===== src/pet_pkg.sv =====
/*
  Constants, register map and state types for the pulse edge timer interrupt block.
  Assumes a single clock domain and AXI4-Lite register access with 32-bit data.
*/
`default_nettype none
package pet_pkg;
  localparam int ADDR_W  = 18;
  localparam int IDX_W   = 16;
  localparam int DATA_W  = 32;
  localparam int CNT_W   = 16;
  localparam int EVT_W   = 3;

  // register indexes, byte address is four times the index
  localparam logic [IDX_W-1:0] IDX_EDGE_SEL   = 16'hfff2;
  localparam logic [IDX_W-1:0] IDX_IRQ_EN     = 16'hfff4;
  localparam logic [IDX_W-1:0] IDX_IRQ_REQ    = 16'hfff7;
  localparam logic [IDX_W-1:0] IDX_CTRL       = 16'h0010;
  localparam logic [IDX_W-1:0] IDX_COUNT      = 16'h0011;
  localparam logic [IDX_W-1:0] IDX_COMPARE    = 16'h0012;
  localparam logic [IDX_W-1:0] IDX_EVT_STATUS = 16'h0013;
  localparam logic [IDX_W-1:0] IDX_EVT_MASK   = 16'h0014;

  // field positions
  localparam int BIT_EDGE_POL  = 6;
  localparam int BIT_HT_IRQ    = 3;
  localparam int BIT_CLR_MATCH = 0;
  localparam int BIT_OVF_IE    = 1;
  localparam int BIT_OVF_FLAG  = 2;
  localparam int EVT_MATCH     = 0;
  localparam int EVT_OVF       = 1;
  localparam int EVT_EDGE      = 2;

  // reset and fixed values
  localparam logic [7:0]       RST_BYTE = 8'h00;
  localparam logic [CNT_W-1:0] RST_CNT  = 16'h0000;
  localparam logic [CNT_W-1:0] RST_CMP  = 16'hffff;
  localparam logic [CNT_W-1:0] CNT_ONES = 16'hffff;
  localparam logic [CNT_W-1:0] CNT_ZERO = 16'h0000;
  localparam logic [EVT_W-1:0] RST_EVT  = 3'h0;
  localparam logic [1:0]       RESP_OKAY   = 2'h0;
  localparam logic [1:0]       RESP_SLVERR = 2'h2;

  typedef struct packed {
    logic prev;
    logic armed;
  } pet_edge_t;

  typedef struct packed {
    logic              aw_full;
    logic [IDX_W-1:0]  aw_idx;
    logic              w_full;
    logic [DATA_W-1:0] w_data;
    logic [3:0]        w_strb;
    logic              bvalid;
    logic [1:0]        bresp;
    logic              rvalid;
    logic [DATA_W-1:0] rdata;
    logic [1:0]        rresp;
  } pet_slv_t;

  typedef struct packed {
    logic [7:0]       edge_sel;
    logic [7:0]       irq_en;
    logic             irq_flag;
    logic             clr_match;
    logic             ovf_ie;
    logic             ovf_flag;
    logic [CNT_W-1:0] counter;
    logic [CNT_W-1:0] compare;
    logic [EVT_W-1:0] evt_status;
    logic [EVT_W-1:0] evt_mask;
  } pet_core_t;
endpackage : pet_pkg
`default_nettype wire


===== src/pet_reg_if.sv =====
/*
  Register access carrier between the bus slave and the core.
  Assumes one write and one read strobe per access, both one cycle long.
*/
`timescale 1ns/100ps
`default_nettype none
interface pet_reg_if;
  import pet_pkg::*;
  logic              wr_en;
  logic [IDX_W-1:0]  wr_idx;
  logic [DATA_W-1:0] wr_data;
  logic [3:0]        wr_strb;
  logic              wr_ok;
  logic              rd_en;
  logic [IDX_W-1:0]  rd_idx;
  logic [DATA_W-1:0] rd_data;
  logic              rd_ok;
  modport slave (output wr_en, wr_idx, wr_data, wr_strb, rd_en, rd_idx, input wr_ok, rd_data, rd_ok);
  modport core  (input wr_en, wr_idx, wr_data, wr_strb, rd_en, rd_idx, output wr_ok, rd_data, rd_ok);
endinterface : pet_reg_if
`default_nettype wire


===== src/pet_edge_det.sv =====
/*
  Edge detector for the event input, polarity chosen by software.
  Assumes the pin input is already synchronous to aclk.
*/
`timescale 1ns/100ps
`default_nettype none
module pet_edge_det (
  input  wire logic aclk,
  input  wire logic aresetn,
  input  wire logic pin,
  input  wire logic rising_sel,
  output logic      pulse
);
  import pet_pkg::*;
  pet_edge_t r;
  pet_edge_t next_r;

  always_comb begin
    next_r       = r;
    next_r.prev  = pin;
    next_r.armed = 1'b1;
  end

  always_ff @(posedge aclk) begin
    if (!aresetn) begin
      r <= '0;
    end else begin
      r <= next_r;
    end
  end

  // no edge on the first cycle after reset
  assign pulse = r.armed & (rising_sel ? (~r.prev & pin) : (r.prev & ~pin));
endmodule : pet_edge_det
`default_nettype wire


===== src/pet_axil_slave.sv =====
/*
  AXI4-Lite slave turning bus accesses into one-cycle register strobes.
  Assumes the core answers wr_ok, rd_data and rd_ok combinationally.
*/
`timescale 1ns/100ps
`default_nettype none
module pet_axil_slave (
  input  wire logic                       aclk,
  input  wire logic                       aresetn,
  input  wire logic [pet_pkg::ADDR_W-1:0] awaddr,
  input  wire logic                       awvalid,
  output logic                            awready,
  input  wire logic [pet_pkg::DATA_W-1:0] wdata,
  input  wire logic [3:0]                 wstrb,
  input  wire logic                       wvalid,
  output logic                            wready,
  output logic [1:0]                      bresp,
  output logic                            bvalid,
  input  wire logic                       bready,
  input  wire logic [pet_pkg::ADDR_W-1:0] araddr,
  input  wire logic                       arvalid,
  output logic                            arready,
  output logic [pet_pkg::DATA_W-1:0]      rdata,
  output logic [1:0]                      rresp,
  output logic                            rvalid,
  input  wire logic                       rready,
  pet_reg_if.slave                        regs
);
  import pet_pkg::*;
  pet_slv_t r;
  pet_slv_t next_r;
  logic     wr_fire;
  logic     ar_fire;

  assign awready = ~r.aw_full;
  assign wready  = ~r.w_full;
  assign arready = ~r.rvalid;
  assign bvalid  = r.bvalid;
  assign bresp   = r.bresp;
  assign rvalid  = r.rvalid;
  assign rdata   = r.rdata;
  assign rresp   = r.rresp;
  assign wr_fire = r.aw_full & r.w_full & ~r.bvalid;
  assign ar_fire = arvalid & ~r.rvalid;

  assign regs.wr_en   = wr_fire;
  assign regs.wr_idx  = r.aw_idx;
  assign regs.wr_data = r.w_data;
  assign regs.wr_strb = r.w_strb;
  assign regs.rd_en   = ar_fire;
  assign regs.rd_idx  = araddr[ADDR_W-1:2];

  always_comb begin
    next_r = r;
    if (awvalid && !r.aw_full) begin
      next_r.aw_full = 1'b1;
      next_r.aw_idx  = awaddr[ADDR_W-1:2];
    end
    if (wvalid && !r.w_full) begin
      next_r.w_full = 1'b1;
      next_r.w_data = wdata;
      next_r.w_strb = wstrb;
    end
    if (r.bvalid && bready) begin
      next_r.bvalid = 1'b0;
    end
    if (wr_fire) begin
      next_r.aw_full = 1'b0;
      next_r.w_full  = 1'b0;
      next_r.bvalid  = 1'b1;
      next_r.bresp   = regs.wr_ok ? RESP_OKAY : RESP_SLVERR;
    end
    if (r.rvalid && rready) begin
      next_r.rvalid = 1'b0;
    end
    if (ar_fire) begin
      next_r.rvalid = 1'b1;
      next_r.rdata  = regs.rd_data;
      next_r.rresp  = regs.rd_ok ? RESP_OKAY : RESP_SLVERR;
    end
  end

  always_ff @(posedge aclk) begin
    if (!aresetn) begin
      r <= '0;
    end else begin
      r <= next_r;
    end
  end
endmodule : pet_axil_slave
`default_nettype wire


===== src/pet_top.sv =====
/*
  Event counter with edge select and high timer interrupt request logic.
  Assumes an AXI4-Lite master on the register side and a synchronous pulse pin.
*/
`timescale 1ns/100ps
`default_nettype none
module pet_top (
  input  wire logic                       aclk,
  input  wire logic                       aresetn,
  input  wire logic [pet_pkg::ADDR_W-1:0] awaddr,
  input  wire logic                       awvalid,
  output logic                            awready,
  input  wire logic [pet_pkg::DATA_W-1:0] wdata,
  input  wire logic [3:0]                 wstrb,
  input  wire logic                       wvalid,
  output logic                            wready,
  output logic [1:0]                      bresp,
  output logic                            bvalid,
  input  wire logic                       bready,
  input  wire logic [pet_pkg::ADDR_W-1:0] araddr,
  input  wire logic                       arvalid,
  output logic                            arready,
  output logic [pet_pkg::DATA_W-1:0]      rdata,
  output logic [1:0]                      rresp,
  output logic                            rvalid,
  input  wire logic                       rready,
  input  wire logic                       event_input_pin,
  output logic                            irq
);
  import pet_pkg::*;

  pet_core_t        r;
  pet_core_t        next_r;
  pet_reg_if        regs ();
  logic             edge_pulse;
  logic [CNT_W-1:0] inc;
  logic             match;
  logic             ovf;
  logic             lane0;
  logic             lane1;
  logic             cnt_wr;
  logic             req_clr;
  logic             flag_set;
  logic [EVT_W-1:0] evts;

  pet_axil_slave u_slave (
    .aclk    (aclk),
    .aresetn (aresetn),
    .awaddr  (awaddr),
    .awvalid (awvalid),
    .awready (awready),
    .wdata   (wdata),
    .wstrb   (wstrb),
    .wvalid  (wvalid),
    .wready  (wready),
    .bresp   (bresp),
    .bvalid  (bvalid),
    .bready  (bready),
    .araddr  (araddr),
    .arvalid (arvalid),
    .arready (arready),
    .rdata   (rdata),
    .rresp   (rresp),
    .rvalid  (rvalid),
    .rready  (rready),
    .regs    (regs.slave)
  );

  pet_edge_det u_edge (
    .aclk       (aclk),
    .aresetn    (aresetn),
    .pin        (event_input_pin),
    .rising_sel (r.edge_sel[BIT_EDGE_POL]),
    .pulse      (edge_pulse)
  );

  // counter events
  assign inc      = CNT_W'(r.counter + 1'b1);
  assign match    = edge_pulse & (inc == r.compare);
  assign ovf      = edge_pulse & (r.counter == CNT_ONES);
  assign flag_set = match | (ovf & r.ovf_ie);
  always_comb begin
    evts            = RST_EVT;
    evts[EVT_MATCH] = match;
    evts[EVT_OVF]   = ovf;
    evts[EVT_EDGE]  = edge_pulse;
  end

  // write decode
  assign lane0   = regs.wr_en & regs.wr_strb[0];
  assign lane1   = regs.wr_en & regs.wr_strb[1];
  assign cnt_wr  = (lane0 | lane1) & (regs.wr_idx == IDX_COUNT);
  assign req_clr = lane0 & (regs.wr_idx == IDX_IRQ_REQ) & ~regs.wr_data[BIT_HT_IRQ];

  // address map check
  always_comb begin
    case (regs.wr_idx)
      IDX_EDGE_SEL, IDX_IRQ_EN, IDX_IRQ_REQ, IDX_CTRL,
      IDX_COUNT, IDX_COMPARE, IDX_EVT_STATUS, IDX_EVT_MASK: regs.wr_ok = 1'b1;
      default: regs.wr_ok = 1'b0;
    endcase
  end

  // read mux
  always_comb begin
    regs.rd_data = '0;
    regs.rd_ok   = 1'b1;
    case (regs.rd_idx)
      IDX_EDGE_SEL:   regs.rd_data[7:0] = r.edge_sel;
      IDX_IRQ_EN:     regs.rd_data[7:0] = r.irq_en;
      IDX_IRQ_REQ:    regs.rd_data[BIT_HT_IRQ] = r.irq_flag;
      IDX_CTRL: begin
        regs.rd_data[BIT_CLR_MATCH] = r.clr_match;
        regs.rd_data[BIT_OVF_IE]    = r.ovf_ie;
        regs.rd_data[BIT_OVF_FLAG]  = r.ovf_flag;
      end
      IDX_COUNT:      regs.rd_data[CNT_W-1:0] = r.counter;
      IDX_COMPARE:    regs.rd_data[CNT_W-1:0] = r.compare;
      IDX_EVT_STATUS: regs.rd_data[EVT_W-1:0] = r.evt_status;
      IDX_EVT_MASK:   regs.rd_data[EVT_W-1:0] = r.evt_mask;
      default:        regs.rd_ok = 1'b0;
    endcase
  end

  always_comb begin
    next_r = r;
    // counting, clear on match wins over increment
    if (edge_pulse) begin
      next_r.counter = (match && r.clr_match) ? CNT_ZERO : inc;
    end
    // software writes
    if (lane0) begin
      case (regs.wr_idx)
        IDX_EDGE_SEL: next_r.edge_sel = regs.wr_data[7:0];
        IDX_IRQ_EN:   next_r.irq_en = regs.wr_data[7:0];
        IDX_IRQ_REQ: begin
          if (!regs.wr_data[BIT_HT_IRQ]) begin
            next_r.irq_flag = 1'b0;
          end
        end
        IDX_CTRL: begin
          next_r.clr_match = regs.wr_data[BIT_CLR_MATCH];
          next_r.ovf_ie    = regs.wr_data[BIT_OVF_IE];
          if (!regs.wr_data[BIT_OVF_FLAG]) begin
            next_r.ovf_flag = 1'b0;
          end
        end
        IDX_COUNT:      next_r.counter[7:0] = regs.wr_data[7:0];
        IDX_COMPARE:    next_r.compare[7:0] = regs.wr_data[7:0];
        IDX_EVT_STATUS: next_r.evt_status = r.evt_status & ~regs.wr_data[EVT_W-1:0];
        IDX_EVT_MASK:   next_r.evt_mask = regs.wr_data[EVT_W-1:0];
        default: begin
        end
      endcase
    end
    if (lane1) begin
      case (regs.wr_idx)
        IDX_COUNT:   next_r.counter[CNT_W-1:8] = regs.wr_data[CNT_W-1:8];
        IDX_COMPARE: next_r.compare[CNT_W-1:8] = regs.wr_data[CNT_W-1:8];
        default: begin
        end
      endcase
    end
    // hardware sets win over software clears
    if (flag_set) begin
      next_r.irq_flag = 1'b1;
    end
    if (ovf) begin
      next_r.ovf_flag = 1'b1;
    end
    next_r.evt_status = next_r.evt_status | evts;
  end

  always_ff @(posedge aclk) begin
    if (!aresetn) begin
      r.edge_sel   <= RST_BYTE;
      r.irq_en     <= RST_BYTE;
      r.irq_flag   <= 1'b0;
      r.clr_match  <= 1'b0;
      r.ovf_ie     <= 1'b0;
      r.ovf_flag   <= 1'b0;
      r.counter    <= RST_CNT;
      r.compare    <= RST_CMP;
      r.evt_status <= RST_EVT;
      r.evt_mask   <= RST_EVT;
    end else begin
      r <= next_r;
    end
  end

  // request gated by enable, plus masked event status
  assign irq = (r.irq_flag & r.irq_en[BIT_HT_IRQ]) | (|(r.evt_status & r.evt_mask));
endmodule : pet_top
`default_nettype wire


===== config.mk =====
export PLATFORM = sky130hd
export DESIGN_NAME = pet_top
export DESIGN_NICKNAME = d
export VERILOG_FILES = /design/src/pet_pkg.sv /design/src/pet_reg_if.sv /design/src/pet_edge_det.sv /design/src/pet_axil_slave.sv /design/src/pet_top.sv
export SDC_FILE = /design/constraint.sdc
export NUM_CORES = 1
export LEC_CHECK = 0
export ABC_AREA = 1
export BUFFER_PORTS_ARGS = -buffer_cell sky130_fd_sc_hd__buf_2
export CAP_MARGIN = 20
export CORE_MARGIN = 2
export CORE_UTILIZATION = 35
export CTS_CLUSTER_SIZE = 10
export DETAILED_ROUTE_END_ITERATION = 12
export PLACE_DENSITY = 0.58
export SYNTH_ARGS = -nofsm -noshare
export SYNTH_HDL_FRONTEND = slang
export SYNTH_SLANG_ARGS = --single-unit

===== constraint.sdc =====
create_clock -name aclk -period 1.98 [get_ports aclk]
set_input_delay 0.396 -clock aclk [delete_from_list [all_inputs] [get_ports aclk]]
set_output_delay 0.396 -clock aclk [all_outputs]
set_load 0.1 [all_outputs]

==> impl_metrics.json, run 1 <==
{
  "slew_violations": 0,
  "internal_power_mw": 4.62,
  "met2_length_microns": 7730,
  "fin_ws_ps": -45.7,
  "crit_required_ps": 2280,
  "cts-buffers-inserted": 17,
  "die_y_microns": 136,
  "routed.top_layer": "met4",
  "fp.dieW_microns": 136,
  "antenna_found_initial": 0,
  "pwr_density_cell_nw_per_um2": 806,
  "cap_violations": 0,
  "worst_pin_slew_ps": 613,
  "path_cells": "buf_6 > inv_4 > nor2_4 > buf_4 > nand3_2 > nand3_1 > nand3_1 > nor2_1 > nand3_1 > nor2_4 > nand3_4 > nand2_1 > a21oi_1",
  "worstReg2RegEnd": "r[25]$_SDFF_PN0_",
  "relSlewSlack": 0.591,
  "yosysMostFrequentCell": "nand2_1",
  "crit_path_end": "r[25]$_SDFF_PN0_",
  "violations": "setup timing",
  "worst_setup_path_end_kind": "register",
  "initial_core_util": 0.354,
  "post-route-period-util": 1.02,
  "hold_viol": 0,
  "reg2reg_from": "r[22]$_SDFF_PN0_",
  "cts_hold_buf": 0,
  "fin_total_pwr_mw": 6.34,
  "ant_nets": 0,
  "clkPwrFrac": 0.492,
  "clock.fmax_ghz": 0.494,
  "wirelength_microns": 17700,
  "grt_pass1_vias": 5404,
  "cts-htree-levels": 4,
  "final_nets": 1106,
  "synthTopCellsByCount": "nand2_1 (141), inv_1 (121), dfxtp_1 (116)",
  "p_sw_frac": 0.271,
  "ys_seq_area_frac": 0.384,
  "ir_drop_v": 0.000610,
  "finalCriticalPeriod_ps": 2030,
  "die_area_sq_um": 18400,
  "synth.avg_cell_area_sq_um": 6.79,
  "synth_area_leader_cell": "dfxtp_1",
  "area_growth_pct": 30.0,
  "cts.sinks": 116,
  "stdcell_area_sq_um": 7870,
  "diodes": 0,
  "drt_first_pass_iters": 5,
  "async_flop_share": 0,
  "vias_per_cell": 4.85,
  "track_usage": 0.196,
  "clkTransAtPathRegs_ps": 50,
  "cp_slowest_stage_delay_ps": 350,
  "cts_tree": "built",
  "gr-total-overflow": 0,
  "grt_start_max_net_pins": 94,
  "clk_path_buf_depth": 2,
  "fin_util": 0.460,
  "startpoint": "r[22]$_SDFF_PN0_",
  "regArea_sq_um": 2340,
  "leakagePower_nw": 3.46,
  "path_common_cell": "nand3_1",
  "cp_max_fo": 8,
  "portBuffers": 81,
  "hold_class": "in2reg",
  "synthDominantCellAreaShare": 0.384,
  "ys_ff_latch": 116,
  "drc": 0,
  "cp_slowest_cell": "dfxtp_2",
  "boundaryPins": 122,
  "dp_hpwl_microns": 12400,
  "root_buffer": "clkbuf_16",
  "multi_input_area_sq_um": 3120,
  "pwr-share-comb": 0.116,
  "wl_per_cell_microns": 14.0,
  "synthTopCellsByArea": "dfxtp_1 (38%), o21ai_0 (8.8%), nand2_1 (8.7%)",
  "wl_met1_microns": 8490,
  "outcome": "finished with violations",
  "vias": 6122,
  "globalplace.congestion": 0.878,
  "syn-cell-area_sq_um": 6050,
  "synth-edff-count": 0,
  "p_sw_mw": 1.72,
  "core_area_sq_um": 17100,
  "fin_worst_skew_ps": 6.92,
  "setup_viol": 17,
  "critPathLaunchType": "register",
  "rsz0062_at_grt": "true",
  "syn_inst": 891,
  "rows": 48,
  "layout-drive-gt1-share": 0.246,
  "yosysWarnings": 0,
  "power_frac_seq": 0.392,
  "drt-initial-drc-count": 396,
  "grt_pass1_wl_microns": 27700,
  "route.met3.wl_microns": 1170,
  "ff2ff_path_depth": 13,
  "worstPathArrival_ps": 2330,
  "n_fill_cell": 1691,
  "synth_cell_types": 45,
  "whs_ps": 194,
  "regToRegSetupSlack_ps": -50,
  "ys.flop_type": "dfxtp_1",
  "crit_type": "reg2reg",
  "clk_latency_ps": 420,
  "place_area_sq_um": 6940
}
-- area by class of cell --
class / instances / share of cell area
Inverter: 122 / 0.0598
Sequential cell: 116 / 0.297
Multi-Input combinational cell: 604 / 0.396
Tap cell: 225 / 0.0358
Clock inverter: 10 / 0.0164
Timing Repair Buffer: 164 / 0.136
Clock buffer: 22 / 0.0590
-- repair_timing --
action                                  4_1_cts  5_1_grt
gates resized for setup                      20       33
setup buffers                                11        8
pin swaps                                    14       17
hold endpoints to repair                      0        0
gates cloned                                  1        0
endpoints found under the setup margin       17       19
-- flip-flops by register name, indices dropped and copies added, names as in the netlist --
signal                flops
u_slave.regs.wr_idx      16
u_slave.regs.wr_data     16
r                        58
u_slave.bresp             1
u_slave.regs.wr_strb      2
u_slave.bvalid            1
u_slave.rdata            16
u_slave.rresp             1
u_slave.r                 2
u_edge.r                  2
u_slave.rvalid            1
-- critical path, delay by kind of cell, from the launching register on --
family	cells	cell delay, ps
buf+inv	3	330
simple gates	9	1170
compound gates	1	70
flops	1	350
-- routing by layer --
layer,vias up,GRT usage
li1,3182,-
met4,0,0.0660
met2,189,0.302
met5,-,0
met3,17,0.0505
met1,2734,0.268
-- placed cells by master, fill, tap and decap left out, types with 6 or more instances in the layout --
cell type,instances
buf_4,77
nor2_4,7
a211oi_1,10
dfxtp_1,108
nand2_2,13
nand3_1,48
nand3b_1,6
clkbuf_16,17
o21ai_0,105
conb_1,18
nor2_1,97
nand3_2,8
buf_2,80
nand2_1,125
inv_1,117
nand4_1,19
o22ai_1,15
o211ai_1,12
a21oi_1,79
dfxtp_2,6
-- through the flow --
step                      setup WS, ps  cells  TNS [ps]
after global placement           -79.4   1211     -1080
after floorplan                   3.63    908         0
after global routing              -160   1263     -2550
final                            -45.7   1263      -410
after CTS                        -24.1   1255     -54.1
after detailed placement          -119   1211     -1710
-- cell families after synthesis --
family	Yosys count	synth area share
buffers and inverters	189	0.142
other	1	0.000619
AND/OR/NAND/NOR	345	0.257
AO/OA/AOI/OAI	237	0.212
adder cells (fa/ha/maj)	1	0.00207
XOR/XNOR	2	0.00289
flip-flops	116	0.384
-- power groups by stage --
| stage | logic, mW | registers (mW) | clock network [mW] |
|---|---|---|---|
| 6_report | 0.739 | 2.49 | 3.12 |
| 5_1_grt | 0.803 | 2.50 | 3.30 |
| 4_1_cts | 0.742 | 2.49 | 3.17 |
| 3_5_place_dp | 0.738 | 2.54 | 0 |
| 3_3_place_gp | 0.737 | 2.53 | 0 |
| 2_1_floorplan | 0.586 | 2.53 | 0 |
-- worst min-delay path by stage --
stage,slack [ps],cells after the start,endpoint,from
global placement,440,2,r[54]$_SDFFE_PN0P_,r[54]$_SDFFE_PN0P_
floorplan,420,0,u_edge.r[0]$_DFF_P_,aresetn
detailed placement,440,2,u_slave.regs.wr_strb[1]$_SDFFE_PN0P_,u_slave.regs.wr_strb[1]$_SDFFE_PN0P_
finish,190,3,u_edge.r[1]$_SDFF_PN0_,event_input_pin
global route,200,3,u_edge.r[1]$_SDFF_PN0_,event_input_pin
CTS,180,3,u_slave.regs.wr_idx[11]$_SDFFE_PN0P_,awaddr[13]
No activity file was read; power rests on OpenSTA's default activity.
==> run 2: changes to the inputs <==
--- a/config.mk
+++ b/config.mk
@@ -8,7 +8,7 @@
 export ABC_AREA = 1
 export BUFFER_PORTS_ARGS = -buffer_cell sky130_fd_sc_hd__buf_2
 export CAP_MARGIN = 20
-export CORE_MARGIN = 2
+export CORE_MARGIN = 10
 export CORE_UTILIZATION = 35
 export CTS_CLUSTER_SIZE = 10
 export DETAILED_ROUTE_END_ITERATION = 12
==> run 2 against run 1 <==
  * Clock power decreased by 6.4%
  * Die area is 25% higher
  * Design area is 1.5% lower
  * First-iteration DRC count grew 3.8%
  * Sequential share of layout area increased by 0.47 points
  * Global-route usage is 3.5 points lower
  * Setup slack got worse by 44 ps
  * The run still ends with setup timing left
  * Register-to-register slack worse by 40 ps
  * Clock-buffer cell count grew 3
==> impl_metrics.json, run 2 (synthesis results as in run 1) <==
{
  "grt_pass1_wl_microns": 29500,
  "worstPathArrival_ps": 2370,
  "leakagePower_nw": 3.40,
  "cts.sinks": 116,
  "violations": "setup timing",
  "cts-buffers-inserted": 17,
  "cap_violations": 0,
  "initial_core_util": 0.354,
  "top_register": "r",
  "die_y_microns": 152,
  "worstReg2RegEnd": "r[31]$_SDFF_PN0_",
  "vias": 6168,
  "globalplace.congestion": 0.907,
  "drc": 0,
  "finalCriticalPeriod_ps": 2070,
  "grt_pass1_vias": 5878,
  "dp_hpwl_microns": 13300,
  "ir_drop_v": 0.000398,
  "reg2reg_from": "r[22]$_SDFF_PN0_",
  "hold_start": "awaddr[14]",
  "antenna_found_initial": 0,
  "rsz0062_at_grt": "true",
  "setup_viol": 18,
  "fp.dieW_microns": 152,
  "drt_first_pass_iters": 5,
  "pwr_density_cell_nw_per_um2": 794,
  "vias_per_cell": 4.94,
  "whs_endpoint": "u_slave.regs.wr_idx[12]$_SDFFE_PN0P_",
  "final_nets": 1095,
  "outcome": "finished with violations",
  "clk_path_buf_depth": 2,
  "crit_type": "reg2reg",
  "track_usage": 0.161,
  "hold_viol": 0,
  "holdPathStages": 3,
  "slew_violations": 0,
  "crit_required_ps": 2280,
  "boundaryPins": 122,
  "layout-drive-gt1-share": 0.236,
  "die_area_sq_um": 23000,
  "fin_setup_tns_ps": -1240,
  "clk_latency_ps": 410,
  "grt_start_max_net_pins": 94,
  "clkTransAtPathRegs_ps": 50,
  "hold_class": "in2reg",
  "post-route-period-util": 1.05,
  "relSlewSlack": 0.608,
  "regToRegSetupSlack_ps": -90,
  "ant_nets": 0,
  "cts_tree": "built",
  "fin_worst_skew_ps": 6.05,
  "layout_commonest_cell": "nand2_1",
  "largest_register_ffs": 58,
  "cp_max_fo": 8,
  "worst_pin_slew_ps": 587,
  "portBuffers": 81,
  "fin_ws_ps": -89.8,
  "cts_hold_buf": 0,
  "wirelength_microns": 18300,
  "clock.fmax_ghz": 0.483,
  "root_buffer": "clkbuf_16",
  "ff2ff_path_depth": 13,
  "gr-total-overflow": 0,
  "worst_setup_path_end_kind": "register",
  "cts-htree-levels": 4,
  "area_growth_pct": 28.0,
  "drt-initial-drc-count": 411,
  "diodes": 0,
  "core_area_sq_um": 17100,
  "wl_per_cell_microns": 14.7,
  "critPathLaunchType": "register",
  "rows": 48,
  "whs_ps": 206,
  "layout_common_cells": "nand2_1 (122), inv_1 (117), dfxtp_1 (106), o21ai_0 (105), nor2_1 (96)"
}
-- run 2: layout make-up --
type,count,area (sq um)
well taps,225,282
multi-input cells,604,3110
clock buffers,25,517
inverters,122,465
flip-flops and latches,116,2340
fillers,1755,9370
repair buffers,153,993
clock inverters,4,45.0
-- run 2: worst max path at each step --
stage	start	cells past startpoint	slack (ps)	to
6_report	r[22]$_SDFF_PN0_	13	-90	r[31]$_SDFF_PN0_
5_1_grt	r[23]$_SDFF_PN0_	12	-160	r[26]$_SDFF_PN0_
4_1_cts	r[23]$_SDFF_PN0_	14	-20	r[26]$_SDFF_PN0_
3_5_place_dp	r[22]$_SDFF_PN0_	12	-140	r[26]$_SDFF_PN0_
3_3_place_gp	r[22]$_SDFF_PN0_	13	-100	r[33]$_SDFF_PN0_
2_1_floorplan	u_slave.r[91]$_SDFFE_PP0P_	9	4	r[36]$_SDFF_PN0_
-- run 2: power by group --
| group | total, mW | internal (mW) | switching (mW) |
|---|---|---|---|
| combinational | 0.740 | 0.171 | 0.569 |
| clock | 2.92 | 1.90 | 1.02 |
| sequential | 2.49 | 2.42 | 0.0685 |
-- run 2: repair_timing --
item	in CTS	in global routing
resized for setup	26	24
endpoints found under the setup margin	18	21
buffers inserted	6	3
pin swaps	17	8
gates cloned	1	0
-- run 2: critical path, cell delays in order (launching register included) --
cell and delay (ps):
dfxtp_2 340, buf_4 140, inv_2 50, nor2_4 210, buf_4 160, nand3_1 80, nand3_1 90, nand3_1 80
nor2_1 110, nand3_1 120, nor2_4 180, nand3_4 200, nand2_1 130, a21oi_1 60
-- run 2: per-stage QoR --
| step | instances | power, mW | setup WS (ps) | instance area (sq um) | utilization |
|---|---|---|---|---|---|
| floorplan | 908 | 3.11 | 3.63 | 6170 | - |
| global placement | 1210 | 3.27 | -101 | 6950 | 0.406 |
| detailed placement | 1210 | 3.28 | -144 | 6950 | 0.406 |
| CTS | 1246 | 6.20 | -23.4 | 7650 | 0.447 |
| global route | 1249 | 6.37 | -163 | 7750 | 0.453 |
| finish | 1249 | 6.15 | -89.8 | 7750 | 0.453 |
-- run 2: layer usage --
metal,track usage,wire length (microns)
met1,0.213,8780
met2,0.254,8310
met3,0.0368,992
met4,0.0505,248
met5,0,0
